**src/logic/jnp_consts.svh**
```systemverilog
/*
 * Constants for the test-port programming block: instruction codes, register
 * widths, the enable key and timing counts.
 * Assumes a 10 MHz system clock and a test clock well below it.
 */
`ifndef JNP_CONSTS_SVH
`define JNP_CONSTS_SVH

`define JNP_IR_W 4
`define JNP_IR_CAPTURE 4'h1
`define JNP_IR_ENABLE 4'h4
`define JNP_IR_CMD 4'h5
`define JNP_IR_PGLOAD 4'h6
`define JNP_IR_PGREAD 4'h7
`define JNP_IR_RESET 4'hC
`define JNP_IR_BYPASS 4'hF

`define JNP_EN_W 16
`define JNP_EN_KEY 16'hA370
`define JNP_CMD_W 15
`define JNP_BYTE_W 8
`define JNP_OPC_W 7
`define JNP_OPC_LSB 8

`define JNP_CLK_NS 100
`define JNP_TCK_NS 800
`define JNP_PGLOAD_MAX_TCK 11
`define JNP_PGLOAD_MAX_NS (`JNP_PGLOAD_MAX_TCK * `JNP_TCK_NS)
`define JNP_PGLOAD_MAX_CYC (`JNP_PGLOAD_MAX_NS / `JNP_CLK_NS)
`define JNP_RST_TIMEOUT_NS 4100
`define JNP_RST_TIMEOUT_CYC ((`JNP_RST_TIMEOUT_NS + `JNP_CLK_NS - 1) / `JNP_CLK_NS)

`endif

```
**src/logic/jnp_pkg.sv**
```systemverilog
/*
 * Types of the test-port programming block.
 * Assumes the constants header is compiled alongside.
 */
package jnp_pkg;
	typedef enum logic [3:0] {
		JNP_TLR, JNP_IDLE, JNP_SEL_DR, JNP_CAP_DR, JNP_SH_DR, JNP_EX1_DR, JNP_PAU_DR, JNP_EX2_DR,
		JNP_UPD_DR, JNP_SEL_IR, JNP_CAP_IR, JNP_SH_IR, JNP_EX1_IR, JNP_PAU_IR, JNP_EX2_IR, JNP_UPD_IR
	} jnp_tap_type;
endpackage : jnp_pkg

```
**src/logic/jnp_prog_port.sv**
```systemverilog
/*
 * Programming side of the test access port: TAP controller and its registers.
 * Assumes the memory controller answers on nvm_result and flash_lo/hi on clk_sys.
 */
`timescale 1ns/1ps
`default_nettype none
`include "jnp_consts.svh"

// Functional notes
// - IR 0x4 selects 16-bit enable register
// - Update-DR enters programming only on key
// - Enable register clears at power-on reset
// - IR 0x5 selects 15-bit command register
// - Capture-DR loads previous command result
// - Shift-DR moves result out, command in
// - Update applies command, each idle executes
// - IR 0x6 shifts low command byte
// - Update copies byte, writes within 11 TCK
// - Page-load alternates low, high; low first
// - Counter pre-increments before low, not first
// - IR 0x7 captures low then high byte
// - Counter post-increments after each high capture
// - Reset bit asserts core reset, unlatched
// - Release keeps reset for time-out period
// - Chip erase commands, then poll completion
// - Flash write command and address sequence
// - Page program strobe, then completion polling
// - Flash read returns low, then high byte
// - EEPROM write sequence and page strobe
// - All shifts least significant bit first
// - Instruction register is four bits wide
module jnp_prog_port import jnp_pkg::*; #(
	parameter int TIMEOUT_CYC = `JNP_RST_TIMEOUT_CYC
) (
	input wire logic clk_sys,
	input wire logic rst_n,
	input wire logic tck,
	input wire logic tms,
	input wire logic tdi,
	output logic tdo,
	output logic tdo_oe,
	output logic core_reset_n,
	output logic prog_mode,
	output logic [`JNP_OPC_W-1:0] nvm_cmd_op,
	output logic [`JNP_BYTE_W-1:0] nvm_cmd_arg,
	output logic nvm_exec,
	input wire logic [`JNP_CMD_W-1:0] nvm_result,
	output logic pg_wr,
	output logic pg_wr_hi,
	output logic [`JNP_BYTE_W-1:0] pg_wr_data,
	output logic pc_inc,
	input wire logic [`JNP_BYTE_W-1:0] flash_lo,
	input wire logic [`JNP_BYTE_W-1:0] flash_hi
);
	localparam int TMO_W = $clog2(TIMEOUT_CYC + 1);
	function automatic logic [`JNP_OPC_W-1:0] opc_of(input logic [`JNP_CMD_W-1:0] w);
		opc_of = w[`JNP_CMD_W-1:`JNP_OPC_LSB];
	endfunction : opc_of
	function automatic logic [`JNP_BYTE_W-1:0] arg_of(input logic [`JNP_CMD_W-1:0] w);
		arg_of = w[`JNP_BYTE_W-1:0];
	endfunction : arg_of
	logic tck_s, tms_s, tdi_s, tck_d_r, tck_rise, tck_fall;
	jnp_tap_type tap_r, tap_nxt;
	logic [`JNP_IR_W-1:0] ir_r, ir_nxt, ir_sh_r, ir_sh_nxt;
	logic [`JNP_EN_W-1:0] en_sh_r, en_sh_nxt;
	logic [`JNP_CMD_W-1:0] cmd_sh_r, cmd_sh_nxt, cmd_app_r, cmd_app_nxt;
	logic byp_r, byp_nxt, rst_chain_r, rst_chain_nxt, tdo_r, tdo_nxt, tdo_oe_r, tdo_oe_nxt;
	logic prog_r, prog_nxt, exec_r, exec_nxt, pr_hi_r, pr_hi_nxt, pr_inc_r, pr_inc_nxt;
	logic pl_start, pl_pend_r, pl_pend_nxt, pl_go_r, pl_go_nxt;
	logic pl_hi_r, pl_hi_nxt, pl_first_r, pl_first_nxt;
	logic [`JNP_BYTE_W-1:0] pl_hold_r, pl_hold_nxt;
	logic pg_wr_r, pg_wr_nxt, pg_wr_hi_r, pg_wr_hi_nxt, pl_inc_r, pl_inc_nxt;
	logic [TMO_W-1:0] tmo_r, tmo_nxt;
	jnp_sync #(.WIDTH(3)) u_sync (
		.clk_sys(clk_sys),
		.rst_n(rst_n),
		.din({tck, tms, tdi}),
		.dout({tck_s, tms_s, tdi_s})
	);
	// Edges are taken from the synchronised copy, so TMS/TDI share its delay
	assign tck_rise = tck_s & ~tck_d_r;
	assign tck_fall = ~tck_s & tck_d_r;
	// TAP controller, instruction and data registers
	always_comb begin
		tap_nxt = tap_r;
		ir_nxt = ir_r;
		ir_sh_nxt = ir_sh_r;
		en_sh_nxt = en_sh_r;
		cmd_sh_nxt = cmd_sh_r;
		cmd_app_nxt = cmd_app_r;
		byp_nxt = byp_r;
		rst_chain_nxt = rst_chain_r;
		prog_nxt = prog_r;
		exec_nxt = 1'b0;
		pr_hi_nxt = pr_hi_r;
		pr_inc_nxt = 1'b0;
		pl_start = 1'b0;
		tdo_nxt = tdo_r;
		tdo_oe_nxt = tdo_oe_r;
		if (tck_rise) begin
			unique case (tap_r)
				JNP_TLR: tap_nxt = tms_s ? JNP_TLR : JNP_IDLE;
				JNP_IDLE: tap_nxt = tms_s ? JNP_SEL_DR : JNP_IDLE;
				JNP_SEL_DR: tap_nxt = tms_s ? JNP_SEL_IR : JNP_CAP_DR;
				JNP_CAP_DR: tap_nxt = tms_s ? JNP_EX1_DR : JNP_SH_DR;
				JNP_SH_DR: tap_nxt = tms_s ? JNP_EX1_DR : JNP_SH_DR;
				JNP_EX1_DR: tap_nxt = tms_s ? JNP_UPD_DR : JNP_PAU_DR;
				JNP_PAU_DR: tap_nxt = tms_s ? JNP_EX2_DR : JNP_PAU_DR;
				JNP_EX2_DR: tap_nxt = tms_s ? JNP_UPD_DR : JNP_SH_DR;
				JNP_UPD_DR: tap_nxt = tms_s ? JNP_SEL_DR : JNP_IDLE;
				JNP_SEL_IR: tap_nxt = tms_s ? JNP_TLR : JNP_CAP_IR;
				JNP_CAP_IR: tap_nxt = tms_s ? JNP_EX1_IR : JNP_SH_IR;
				JNP_SH_IR: tap_nxt = tms_s ? JNP_EX1_IR : JNP_SH_IR;
				JNP_EX1_IR: tap_nxt = tms_s ? JNP_UPD_IR : JNP_PAU_IR;
				JNP_PAU_IR: tap_nxt = tms_s ? JNP_EX2_IR : JNP_PAU_IR;
				JNP_EX2_IR: tap_nxt = tms_s ? JNP_UPD_IR : JNP_SH_IR;
				JNP_UPD_IR: tap_nxt = tms_s ? JNP_SEL_DR : JNP_IDLE;
			endcase
			unique case (tap_r)
				JNP_TLR: ir_nxt = `JNP_IR_BYPASS;
				JNP_CAP_IR: ir_sh_nxt = `JNP_IR_CAPTURE;
				JNP_SH_IR: ir_sh_nxt = {tdi_s, ir_sh_r[`JNP_IR_W-1:1]};
				JNP_UPD_IR: begin
					ir_nxt = ir_sh_r;
					pr_hi_nxt = 1'b0;
				end
				JNP_CAP_DR: begin
					byp_nxt = 1'b0;
					if (ir_r == `JNP_IR_CMD) begin
						cmd_sh_nxt = nvm_result;
					end else if (ir_r == `JNP_IR_PGREAD && prog_r) begin
						cmd_sh_nxt[`JNP_BYTE_W-1:0] = pr_hi_r ? flash_hi : flash_lo;
						pr_hi_nxt = ~pr_hi_r;
						pr_inc_nxt = pr_hi_r;
					end
				end
				JNP_SH_DR: begin
					unique case (ir_r)
						`JNP_IR_ENABLE: en_sh_nxt = {tdi_s, en_sh_r[`JNP_EN_W-1:1]};
						`JNP_IR_CMD: cmd_sh_nxt = {tdi_s, cmd_sh_r[`JNP_CMD_W-1:1]};
						`JNP_IR_PGLOAD, `JNP_IR_PGREAD: cmd_sh_nxt[`JNP_BYTE_W-1:0] =
							{tdi_s, cmd_sh_r[`JNP_BYTE_W-1:1]};
						`JNP_IR_RESET: rst_chain_nxt = tdi_s;
						default: byp_nxt = tdi_s;
					endcase
				end
				JNP_UPD_DR: begin
					if (ir_r == `JNP_IR_ENABLE) begin
						prog_nxt = (en_sh_r == `JNP_EN_KEY);
					end else if (ir_r == `JNP_IR_CMD && prog_r) begin
						cmd_app_nxt = cmd_sh_r;
					end else if (ir_r == `JNP_IR_PGLOAD && prog_r) begin
						pl_start = 1'b1;
					end
				end
				JNP_IDLE: exec_nxt = prog_r && (ir_r == `JNP_IR_CMD);
				default: ;
			endcase
		end
		if (tck_fall) begin
			tdo_oe_nxt = (tap_r == JNP_SH_DR) || (tap_r == JNP_SH_IR);
			if (tap_r == JNP_SH_IR) begin
				tdo_nxt = ir_sh_r[0];
			end else begin
				unique case (ir_r)
					`JNP_IR_ENABLE: tdo_nxt = en_sh_r[0];
					`JNP_IR_CMD, `JNP_IR_PGLOAD, `JNP_IR_PGREAD: tdo_nxt = cmd_sh_r[0];
					`JNP_IR_RESET: tdo_nxt = rst_chain_r;
					default: tdo_nxt = byp_r;
				endcase
			end
		end
	end
	always_ff @(posedge clk_sys or negedge rst_n) begin
		if (!rst_n) begin
			tck_d_r <= 1'b0;
			tap_r <= JNP_TLR;
			ir_r <= `JNP_IR_BYPASS;
			ir_sh_r <= '0;
			en_sh_r <= '0;
			cmd_sh_r <= '0;
			cmd_app_r <= '0;
			byp_r <= 1'b0;
			rst_chain_r <= 1'b0;
			prog_r <= 1'b0;
			exec_r <= 1'b0;
			pr_hi_r <= 1'b0;
			pr_inc_r <= 1'b0;
			tdo_r <= 1'b0;
			tdo_oe_r <= 1'b0;
		end else begin
			tck_d_r <= tck_s;
			tap_r <= tap_nxt;
			ir_r <= ir_nxt;
			ir_sh_r <= ir_sh_nxt;
			en_sh_r <= en_sh_nxt;
			cmd_sh_r <= cmd_sh_nxt;
			cmd_app_r <= cmd_app_nxt;
			byp_r <= byp_nxt;
			rst_chain_r <= rst_chain_nxt;
			prog_r <= prog_nxt;
			exec_r <= exec_nxt;
			pr_hi_r <= pr_hi_nxt;
			pr_inc_r <= pr_inc_nxt;
			tdo_r <= tdo_nxt;
			tdo_oe_r <= tdo_oe_nxt;
		end
	end
	// Page-load write sequence and core reset time-out
	always_comb begin
		pl_pend_nxt = pl_start;
		pl_go_nxt = pl_pend_r;
		pl_hold_nxt = pl_hold_r;
		pl_hi_nxt = pl_hi_r;
		pl_first_nxt = pl_first_r;
		pl_inc_nxt = 1'b0;
		pg_wr_nxt = 1'b0;
		pg_wr_hi_nxt = pg_wr_hi_r;
		tmo_nxt = tmo_r;
		if (tck_rise && tap_r == JNP_UPD_IR) begin
			pl_hi_nxt = 1'b0;
			pl_first_nxt = 1'b1;
		end
		if (pl_start) begin
			pl_hold_nxt = arg_of(cmd_sh_r);
		end
		if (pl_pend_r) begin
			pl_inc_nxt = !pl_hi_r && !pl_first_r;
		end
		if (pl_go_r) begin
			pg_wr_nxt = 1'b1;
			pg_wr_hi_nxt = pl_hi_r;
			pl_hi_nxt = ~pl_hi_r;
			pl_first_nxt = 1'b0;
		end
		// Counting from the release rather than the set keeps a long hold intact
		if (rst_chain_r) begin
			tmo_nxt = TMO_W'(TIMEOUT_CYC);
		end else if (tmo_r != '0) begin
			tmo_nxt = tmo_r - 1'b1;
		end
	end
	always_ff @(posedge clk_sys or negedge rst_n) begin
		if (!rst_n) begin
			pl_pend_r <= 1'b0;
			pl_go_r <= 1'b0;
			pl_hold_r <= '0;
			pl_hi_r <= 1'b0;
			pl_first_r <= 1'b1;
			pl_inc_r <= 1'b0;
			pg_wr_r <= 1'b0;
			pg_wr_hi_r <= 1'b0;
			tmo_r <= '0;
		end else begin
			pl_pend_r <= pl_pend_nxt;
			pl_go_r <= pl_go_nxt;
			pl_hold_r <= pl_hold_nxt;
			pl_hi_r <= pl_hi_nxt;
			pl_first_r <= pl_first_nxt;
			pl_inc_r <= pl_inc_nxt;
			pg_wr_r <= pg_wr_nxt;
			pg_wr_hi_r <= pg_wr_hi_nxt;
			tmo_r <= tmo_nxt;
		end
	end
	assign tdo = tdo_r;
	assign tdo_oe = tdo_oe_r;
	// The chain bit drives reset directly; no update stage sits in between
	assign core_reset_n = !(rst_chain_r || tmo_r != '0);
	assign prog_mode = prog_r;
	assign nvm_cmd_op = opc_of(cmd_app_r);
	assign nvm_cmd_arg = arg_of(cmd_app_r);
	assign nvm_exec = exec_r;
	assign pg_wr = pg_wr_r;
	assign pg_wr_hi = pg_wr_hi_r;
	assign pg_wr_data = pl_hold_r;
	assign pc_inc = pl_inc_r | pr_inc_r;
endmodule : jnp_prog_port
`default_nettype wire

```
**src/logic/jnp_sync.sv**
```systemverilog
/*
 * Two-stage synchroniser for a group of pin inputs.
 * Assumes the inputs are asynchronous to clk_sys and may be skewed by a cycle.
 */
`timescale 1ns/1ps
`default_nettype none
module jnp_sync #(
	parameter int WIDTH = 3
) (
	input wire logic clk_sys,
	input wire logic rst_n,
	input wire logic [WIDTH-1:0] din,
	output logic [WIDTH-1:0] dout
);
	logic [WIDTH-1:0] meta_r;

	always_ff @(posedge clk_sys or negedge rst_n) begin
		if (!rst_n) begin
			meta_r <= '0;
			dout <= '0;
		end else begin
			meta_r <= din;
			dout <= meta_r;
		end
	end
endmodule : jnp_sync
`default_nettype wire
```
**config.mk**
```make
export PLATFORM = sky130hd
export DESIGN_NAME = jnp_prog_port
export DESIGN_NICKNAME = d
export VERILOG_FILES = /design/src/logic/jnp_pkg.sv /design/src/logic/jnp_prog_port.sv /design/src/logic/jnp_sync.sv
export VERILOG_INCLUDE_DIRS = /design/src /design/src/logic
export SDC_FILE = /design/constraint.sdc
export NUM_CORES = 1
export LEC_CHECK = 0
export BUFFER_PORTS_ARGS = -buffer_cell sky130_fd_sc_hd__buf_2
export CORE_MARGIN = 10
export CORE_UTILIZATION = 40
export DETAILED_ROUTE_END_ITERATION = 16
export GPL_ROUTABILITY_DRIVEN = 0
export SLEW_MARGIN = 20
export SYNTH_ARGS = -nofsm -noshare
export SYNTH_HDL_FRONTEND = slang
export SYNTH_HIERARCHICAL = 1
export SYNTH_SLANG_ARGS = --single-unit
```
**constraint.sdc**
```tcl
create_clock -name clk_sys -period 3.5 [get_ports clk_sys]
set_input_delay 0.175 -clock clk_sys [delete_from_list [all_inputs] [get_ports clk_sys]]
set_output_delay 0.175 -clock clk_sys [all_outputs]
set_load 0.1 [all_outputs]
```
* Yosys cells after proc, flatten, opt, wreduce, memory -nomap -nowiden
Cells that the tools add are included.
** Operators by class
- Add/subtract/negate cells :: 1
- Eq/ne operators :: 28
- Muxes and demuxes :: 48
- Bitwise gates (word level) :: 8
- Reduce and logical (&&, ||, !) cells :: 34
** Operators by type and width (number)
- 4-bit case mux with 12 select lines :: 1
- 4-bit equality test, second input constant :: 9
- 4-bit by 3-bit equality test with 1-bit output, second input constant :: 8
- 15-bit case mux with 2 select lines :: 1
- 1-bit 2-to-1 mux :: 24
- 8-bit 2-to-1 mux :: 3
- 16-bit equality test, second input constant :: 1
- 4-bit 2-to-1 mux :: 4
- 4-bit case mux with 2 select lines :: 2
- 8-bit case mux with 2 select lines :: 1
- 4-bit AND reduction :: 4
- 7-bit 2-to-1 mux :: 2
- 6-bit 2-to-1 mux :: 2
- 3-bit AND reduction :: 4
- 2-bit nonzero test :: 6
- 2-bit != test, second input constant :: 5
- 4-bit by 2-bit equality test with 1-bit output, second input constant :: 2
- 2-bit 2-to-1 mux :: 3
- 3-bit 2-to-1 mux :: 2
- 6-bit nonzero test :: 1
- 2-bit OR reduction :: 3
- 3-bit OR reduction :: 2
- 6-bit by 1-bit subtractor with 6-bit output, second input constant :: 1
- 1-bit logical AND :: 5
- other kinds (13) :: 23
** Storage, ports and cells
- Register bits after elaboration :: 94
- Output and inout bits :: 31
- Word-level logic and storage cells :: 146

* Depth between registers and ports, before layout
Gate-level depths: netlist of the first run.
- Word-level depth :: 7
- Depth in mapped cells :: 7
- Depth with buffers taken out :: 5

* By module
Netlist of the first run, hierarchy kept.
** By module, submodules not included
- jnp_prog_port :: instances 1, cells an instance 377, area an instance 4236.6 µm², seq. area each 2208.4 µm²
- jnp_sync :: instances 1, cells an instance 6, area an instance 150.1 µm², seq. area each 150.1 µm²

* Worst setup path before layout of the first run
Ideal clock, no wire load.
- Path type :: register to output
- From :: register tmo_r[3]
- To :: output port core_reset_n
- Data arrival time :: 2.228 ns
- Data required time :: 3.325 ns
- Path slack :: 1.097 ns
- Cell stages (with the launch flop) :: 4
- Buffers on the path :: 0
- Cell sequence :: dfrtp_1 -> nor3_1 -> nand3b_1 -> nor2_1
** On the way
- Cells in the longest elaborated chain, start to end :: 3
** RTL lines
- from (decl) :: RTL line jnp_prog_port.sv:73 : logic [TMO_W-1:0] tmo_r, tmo_nxt;
- from (signal assigned) :: RTL line jnp_prog_port.sv:263 : tmo_r <= tmo_nxt;
- 6-bit nonzero test :: RTL line jnp_prog_port.sv:269 : assign core_reset_n = !(rst_chain_r || tmo_r != '0);
- 1-bit logical OR :: RTL line jnp_prog_port.sv:269
- 1-bit zero test :: RTL line jnp_prog_port.sv:269
- to (decl) :: RTL line jnp_prog_port.sv:42 : output logic core_reset_n,
No other way between the ends.

* Final worst setup path of the first run
- From :: register tap_r[3]
- To :: register cmd_app_r[11]
** On the way
- Cells in the longest elaborated chain, start to end :: 2
** RTL lines
- from (decl) :: RTL line jnp_prog_port.sv:63 : jnp_tap_type tap_r, tap_nxt;
- from (signal assigned) :: RTL line jnp_prog_port.sv:193 : tap_r <= tap_nxt;
- 4-bit equality test :: RTL line jnp_prog_port.sv:119 : unique case (tap_r)
- 4-bit AND reduction (no line)
- to (signal assigned) :: RTL line jnp_prog_port.sv:198 : cmd_app_r <= cmd_app_nxt;
- to (decl) :: RTL line jnp_prog_port.sv:66 : logic [`JNP_CMD_W-1:0] cmd_sh_r, cmd_sh_nxt, cmd_app_r, cmd_app_nxt;
No other way between the ends.
A chain may end at the register's enable or synchronous reset.

==> out/metrics.csv, run 1 <==
metric,value,unit
synthArstFlopShare,100.0,%
critPathKind,flip-flop to flip-flop,
critical_path_required,3.76,ns
cts.path.max_buffers,2,
r2r_end,cmd_app_r[11],
pre_cts_ws,0.9819,ns
grt_pass1_wl,15880,um
syn_inst,383,
place_hpwl,6531,um
ant_nets,0,
wl,9204,um
slew_viol_final,0,
p_leak,2.473,nW
final_common_cell,dfrtp_1,
maxCapViolCount,0,
dieArea,0.01556,mm^2
hold_path_end,cmd_sh_r[12],
fin_skew,0.01053,ns
synth_cell_types,58,
numClockSinks,94,
synth_top_cell_area_share,50.77,%
num_rows,38,
area_growth,16.23,%
start_kind,flip-flop,
min_period_over_period,71.00,%
first_pass_iters,4,
rsz0062_at_grt,false,
yosysWarnings,6,
seq_area_frac_synth,53.76,%
synth_top_area_cell,dfrtp_1,
endpoint_kind,flip-flop,
antenna_found_initial,0,
die_h,124.7,um
numPortBuffers,66,
relSlewSlack,41.17,%
final-setup-viol-count,0,
layout_common_cells,"89 x dfrtp_1, 65 x buf_2, 42 x mux2_2",
mappedNetlistArea,0.004387,mm^2
htree_levels,3,
grt_max_degree,55,
critical_path_arrival,2.75,ns
yosys-top-cells-area,"dfrtp_1 51%, mux2_2 11%, dfstp_2 3.0%",
p_per_area,558.8,mW/mm^2
finalWorstSetupSlack,1.015,ns
hold_path.class,primary input to flip-flop,
n_antenna_cell,0,
vdd_ir_drop_max,0.2229,mV
fin_area,0.005099,mm^2
syn_avg_cell_area,11.45,um^2
vias,3086,
max_freq,402.4,MHz
post_cts_buffers,0,
fillers,1005,
ys.flop_type,dfrtp_1,
place_area,0.004845,mm^2
status,finished clean,
final_layout_size_suffix_gt1_share,32.08,%
reg2regPathDepth,4,
cts_tree,done,
holdWs,0.08463,ns
clk_pin_slew,0.10,ns
seqCellArea,0.002359,mm^2
rrSetupSlack,1.01,ns
core,0.01079,mm^2
grt.total_usage,12.14,%
finalCriticalPeriod,2.485,ns
grt_pass1_vias,3131,
min_path_cells,3,
drtIter0Drc,201,
multiInputGateArea,0.001907,mm^2
ctsRootBufferMaster,clkbuf_8,
hold_violations,0,
final_nets,484,
fp.dieW,124.7,um
synth-seq-cells,94,
drcViolationCount,0,
hold_start,nvm_result[12],
r2r-start,tap_r[3],
vias_per_cell,5.213,
synth_edf_count,0,
synth_nets,420,
start_util,40.64,%
worstSkewPairLatency,0.38,ns
worstPathMaxFanout,16,
worst_pin_slew,0.8800,ns
ioPinCount,67,
setup_tns,0,ns
cts_buffers,9,
grt-ovfl-total,0,
wl_per_cell,15.55,um
p_total,2.849,mW
==> Yosys cell counts, types with 2 or more instances <==
library cell  number
nor3_1             8
a22oi_1            2
nand2_1           32
nor4bb_1           2
dfrtp_1           89
o22a_1             4
nand3_1            9
a21boi_0           3
o21ai_0           20
o211ai_1           4
nand3b_1           3
and3_1             2
a211oi_1           8
a21oi_1           10
nor2_1            21
or3_1              2
nand2b_1           6
nor2b_1           15
nand4_1            2
or2_2              2
buf_2              6
nor4b_1            2
nand4bb_1          2
o31ai_1            9
dfstp_2            5
clkbuf_1          14
mux2_2            42
mux2i_1           11
mux2_1            10
nor3b_1            3
buf_1              2
inv_1              7
==> power by group <==
group / switching (mW) / internal [mW] / total (mW)
Sequential: 0.196 / 1.20 / 1.40
Combinational: 0.383 / 0.295 / 0.678
Clock: 0.408 / 0.364 / 0.771
Total: 0.988 / 1.86 / 2.85
==> sequential cells by signal (all words and copies together), names as in the netlist, 3 cells and up <==
register and flops:
cmd_app_r 15, cmd_sh_r 15, en_sh_r 16, ir_r 4, ir_sh_r 4, pg_wr_data 8
tap_r 4, tmo_r 6, u_sync/dout 3, u_sync/meta_r 3
==> routing by layer <==
layer  part of all wire [%]  track usage [%]  wire [um]
met5                      0                0          0
met3                    5.3            3.872        489
met1                     49            15.78       4483
met2                     44            18.64       4095
met4                    1.5            4.044        136
==> cell families after synthesis <==
| group | after synthesis | synth area share (%) |
|---|---|---|
| and+or+nand+nor | 122 | 15.86 |
| buffers and inverters | 30 | 2.909 |
| muxes | 63 | 15.86 |
| AOI/OAI and AO/OA | 72 | 11.12 |
| adders and majority gates | 1 | 0.2852 |
| DFF | 94 | 53.77 |
| xor gates and xnor gates | 1 | 0.1997 |
==> critical path, stage by stage (launching register included) <==
cell and delay (ns):
dfrtp_1 0.68, and2b_1 0.32, and3_1 0.21, nand3_1 0.63
mux2_2 0.53
==> what timing repair did <==
action | in CTS | in global routing
hold endpoints to repair | 55 | 0
hold buffers | 4 | 0
endpoints found under the setup margin | 0 | 0
gates resized for setup | 0 | 0
==> layout make-up <==
class                           instances  share of cell area (%)
Multi-Input combinational cell        259                   37.40
Clock inverter                          6                   1.497
Inverter                                7                  0.5153
Sequential cell                        94                   46.26
Clock buffer                           10                   2.699
Tap cell                              140                   3.436
Timing Repair Buffer                   76                   8.196
==> worst max-delay path by stage <==
stage,start,end,cells after the start
2_1_floorplan,tmo_r[3],core_reset_n,3
3_3_place_gp,tap_r[3],cmd_app_r[10],4
5_1_grt,tap_r[3],cmd_app_r[1],4
6_report,tap_r[3],cmd_app_r[11],4
3_5_place_dp,tap_r[3],cmd_app_r[11],4
4_1_cts,tap_r[3],cmd_app_r[11],4
==> stage by stage <==
stage | cells | util, %
floorplan | 383 | -
global route | 592 | 47.24
global placement | 572 | 44.89
finish | 592 | 47.24
CTS | 592 | 47.24
detailed placement | 572 | 44.89
Note: power is estimated with default switching activity, not from simulation.
==> run 2: changes to the inputs <==
==> constraint.sdc (replaced) <==
create_clock -name clk_sys -period 2.3 [get_ports clk_sys]
set_input_delay 0.115 -clock clk_sys [delete_from_list [all_inputs] [get_ports clk_sys]]
set_output_delay 0.115 -clock clk_sys [all_outputs]
set_load 0.1 [all_outputs]
==> run 2 against run 1 <==
  * Non-clock buffer count is 10 higher
  * Worst setup slack lost 0.87 ns
  * Wire length grew 4.5%
  * Flip-flop and latch count is the same
  * First-iteration DRC count grew 35%
  * Clock-buffer cell count shrank 1
  * Largest cell class unchanged
  * Core utilization increased by 0.75 points
==> out/metrics.csv, run 2 (synthesized netlist as in run 1, its figures left out) <==
metric,value,unit,change
status,finished clean,,unchanged
hold_start,nvm_result[12],,unchanged
first_pass_iters,6,,was 4
num_rows,38,,unchanged
relSlewSlack,46.10,%,was 41.17%
largest_reg_flops,16,,unchanged
cts_tree,done,,unchanged
final_layout_size_suffix_gt1_share,33.77,%,was 32.08%
p_seq_share,47.5,%,was 49.1%
cts_buffers,9,,unchanged
grt_pass1_vias,3093,,was 3131
dieArea,0.01556,mm^2,unchanged
drcViolationCount,0,,unchanged
p_per_area,837.6,mW/mm^2,was 558.8 mW/mm^2
critPathKind,flip-flop to output port,,was flip-flop to flip-flop
grt_pass1_wl,16220,um,was 15880 um
critical_path_required,2.18,ns,was 3.76 ns
antenna_found_initial,0,,unchanged
worst_pin_slew,0.8049,ns,was 0.8800 ns
r2r-start,tap_r[2],,was tap_r[3]
grt-ovfl-total,0,,unchanged
clk_pin_slew,0.09,ns,was 0.10 ns
worstPathMaxFanout,6,,was 16
grt_max_degree,46,,was 55
worstSkewPairLatency,0.37,ns,was 0.38 ns
rsz0062_at_grt,false,,unchanged
final-setup-viol-count,0,,unchanged
p_total,4.339,mW,was 2.849 mW
slew_viol_final,0,,unchanged
fin_area,0.005180,mm^2,was 0.005099 mm^2
p_leak,2.511,nW,was 2.473 nW
final_common_cell,dfrtp_1,,unchanged
largestRegisters,"en_sh_r x16, cmd_app_r x15, cmd_sh_r x15",,unchanged
layout_common_cells,"89 x dfrtp_1, 65 x buf_2, 42 x mux2_2",,unchanged
cell_internal_pwr,2.825,mW,was 1.862 mW
start_util,40.64,%,unchanged
place_area,0.004935,mm^2,was 0.004845 mm^2
final_cells,602,,was 592
endpoint_kind,output port,,was flip-flop
wl,9619,um,was 9204 um
hold_path_end,cmd_sh_r[12],,unchanged
die_h,124.7,um,unchanged
rrSetupSlack,0.22,ns,was 1.01 ns
place_hpwl,6955,um,was 6531 um
pwr-share-comb,26.6,%,was 23.8%
numPortBuffers,66,,unchanged
vdd_ir_drop_max,0.4631,mV,was 0.2229 mV
netSwitchingPower,1.514,mW,was 987.6 uW
fp.dieW,124.7,um,unchanged
grt.total_usage,12.70,%,was 12.14%
top_usage_layer,met2,,unchanged
min_path_cells,3,,unchanged
reg2regPathDepth,4,,unchanged
area_growth,18.08,%,was 16.23%
vias,3169,,was 3086
min_period_over_period,93.50,%,
numClockSinks,94,,unchanged
switching_share,34.90,%,was 34.66%
wl_per_cell,15.98,um,was 15.55 um
start_kind,flip-flop,,unchanged
ctsRootBufferMaster,clkbuf_8,,unchanged
ant_nets,0,,unchanged
max_freq,465.0,MHz,
core,0.01079,mm^2,unchanged
placedCellCount,582,,was 572
power_frac_clock,25.8,%,was 27.1%
grtUsageMet2,18.11,%,was 18.64%
hold_path.class,primary input to flip-flop,,unchanged
htree_levels,3,,unchanged
ioPinCount,67,,unchanged
regMostFlops,en_sh_r,,unchanged
finalCriticalPeriod,2.150,ns,
n_antenna_cell,0,,unchanged
setup_tns,0,ns,unchanged
use_met1,17.48,%,was 15.78%
hold_violations,0,,unchanged
maxCapViolCount,0,,unchanged
final_nets,494,,was 484
r2r_end,en_sh_r[13],,was cmd_app_r[11]
vias_per_cell,5.264,,was 5.213
critical_path_arrival,2.04,ns,was 2.75 ns
met3_usage,3.532,%,was 3.872%
cts.path.max_buffers,2,,unchanged
fin_skew,0.01047,ns,was 0.01053 ns
drtIter0Drc,272,,was 201
==> run 2: cell types whose count changed in the layout (fill, tap and decap cells not counted), sizes merged <==
cell and change:
buf +10, clkinvlp +3, inv -2, clkbuf -1
==> run 2: through the flow <==
step	setup slack, ns	utilization, %	hold WS [ns]
global placement	0.2487	45.72	0.1591
CTS	0.1391	47.99	0.01425
floorplan	0.2064	-	-0.1806
detailed placement	0.2173	45.72	0.1577
finish	0.1496	47.99	0.03115
global route	0.02354	47.99	0.04803
==> run 2: power groups by stage <==
stage	sequential [mW]	combinational, mW	clock [mW]
2_1_floorplan	2.08	0.848	0
3_3_place_gp	2.08	1.14	0
3_5_place_dp	2.09	1.15	0
4_1_cts	2.06	1.16	1.18
5_1_grt	2.10	1.27	1.24
6_report	2.06	1.16	1.12
==> run 2: how the worst max path moves through the flow <==
stage	startpoint	slack, ns	endpoint
floorplan	prog_mode	0.21	cmd_sh_r[0]
global placement	tap_r[2]	0.25	cmd_sh_r[4]
detailed placement	tap_r[2]	0.22	en_sh_r[14]
CTS	tmo_r[3]	0.14	core_reset_n
global route	tmo_r[3]	0.02	core_reset_n
finish	tmo_r[3]	0.15	core_reset_n
==> run 2: critical path: stages, from the launching register on <==
cell	delay, ns
dfrtp_1	0.42
nor3_1	0.37
nand3b_1	0.30
nor2_2	0.14
buf_2	0.43
==> run 2: layout make-up <==
type	count	area [um^2]
clock buffer	9	123.9
clock inverter	7	81.33
fill	994	5613
inverter	7	26.28
multi-input combinational	259	1909
sequential	94	2359
tap	140	175.2
timing repair buffer	86	505.5
==> run 2: metal layers <==
layer	wire length (um)	part of all wire [%]
met1	4694	49
met2	4258	44
met3	465	4.8
met4	201	2.1
met5	0	0
==> run 2: timing repair <==
item,CTS,global route
hold endpoints to repair,46,0
resized for setup,0,0
hold buffers,4,0
endpoints found under the setup margin,0,0
setup buffers,0,0
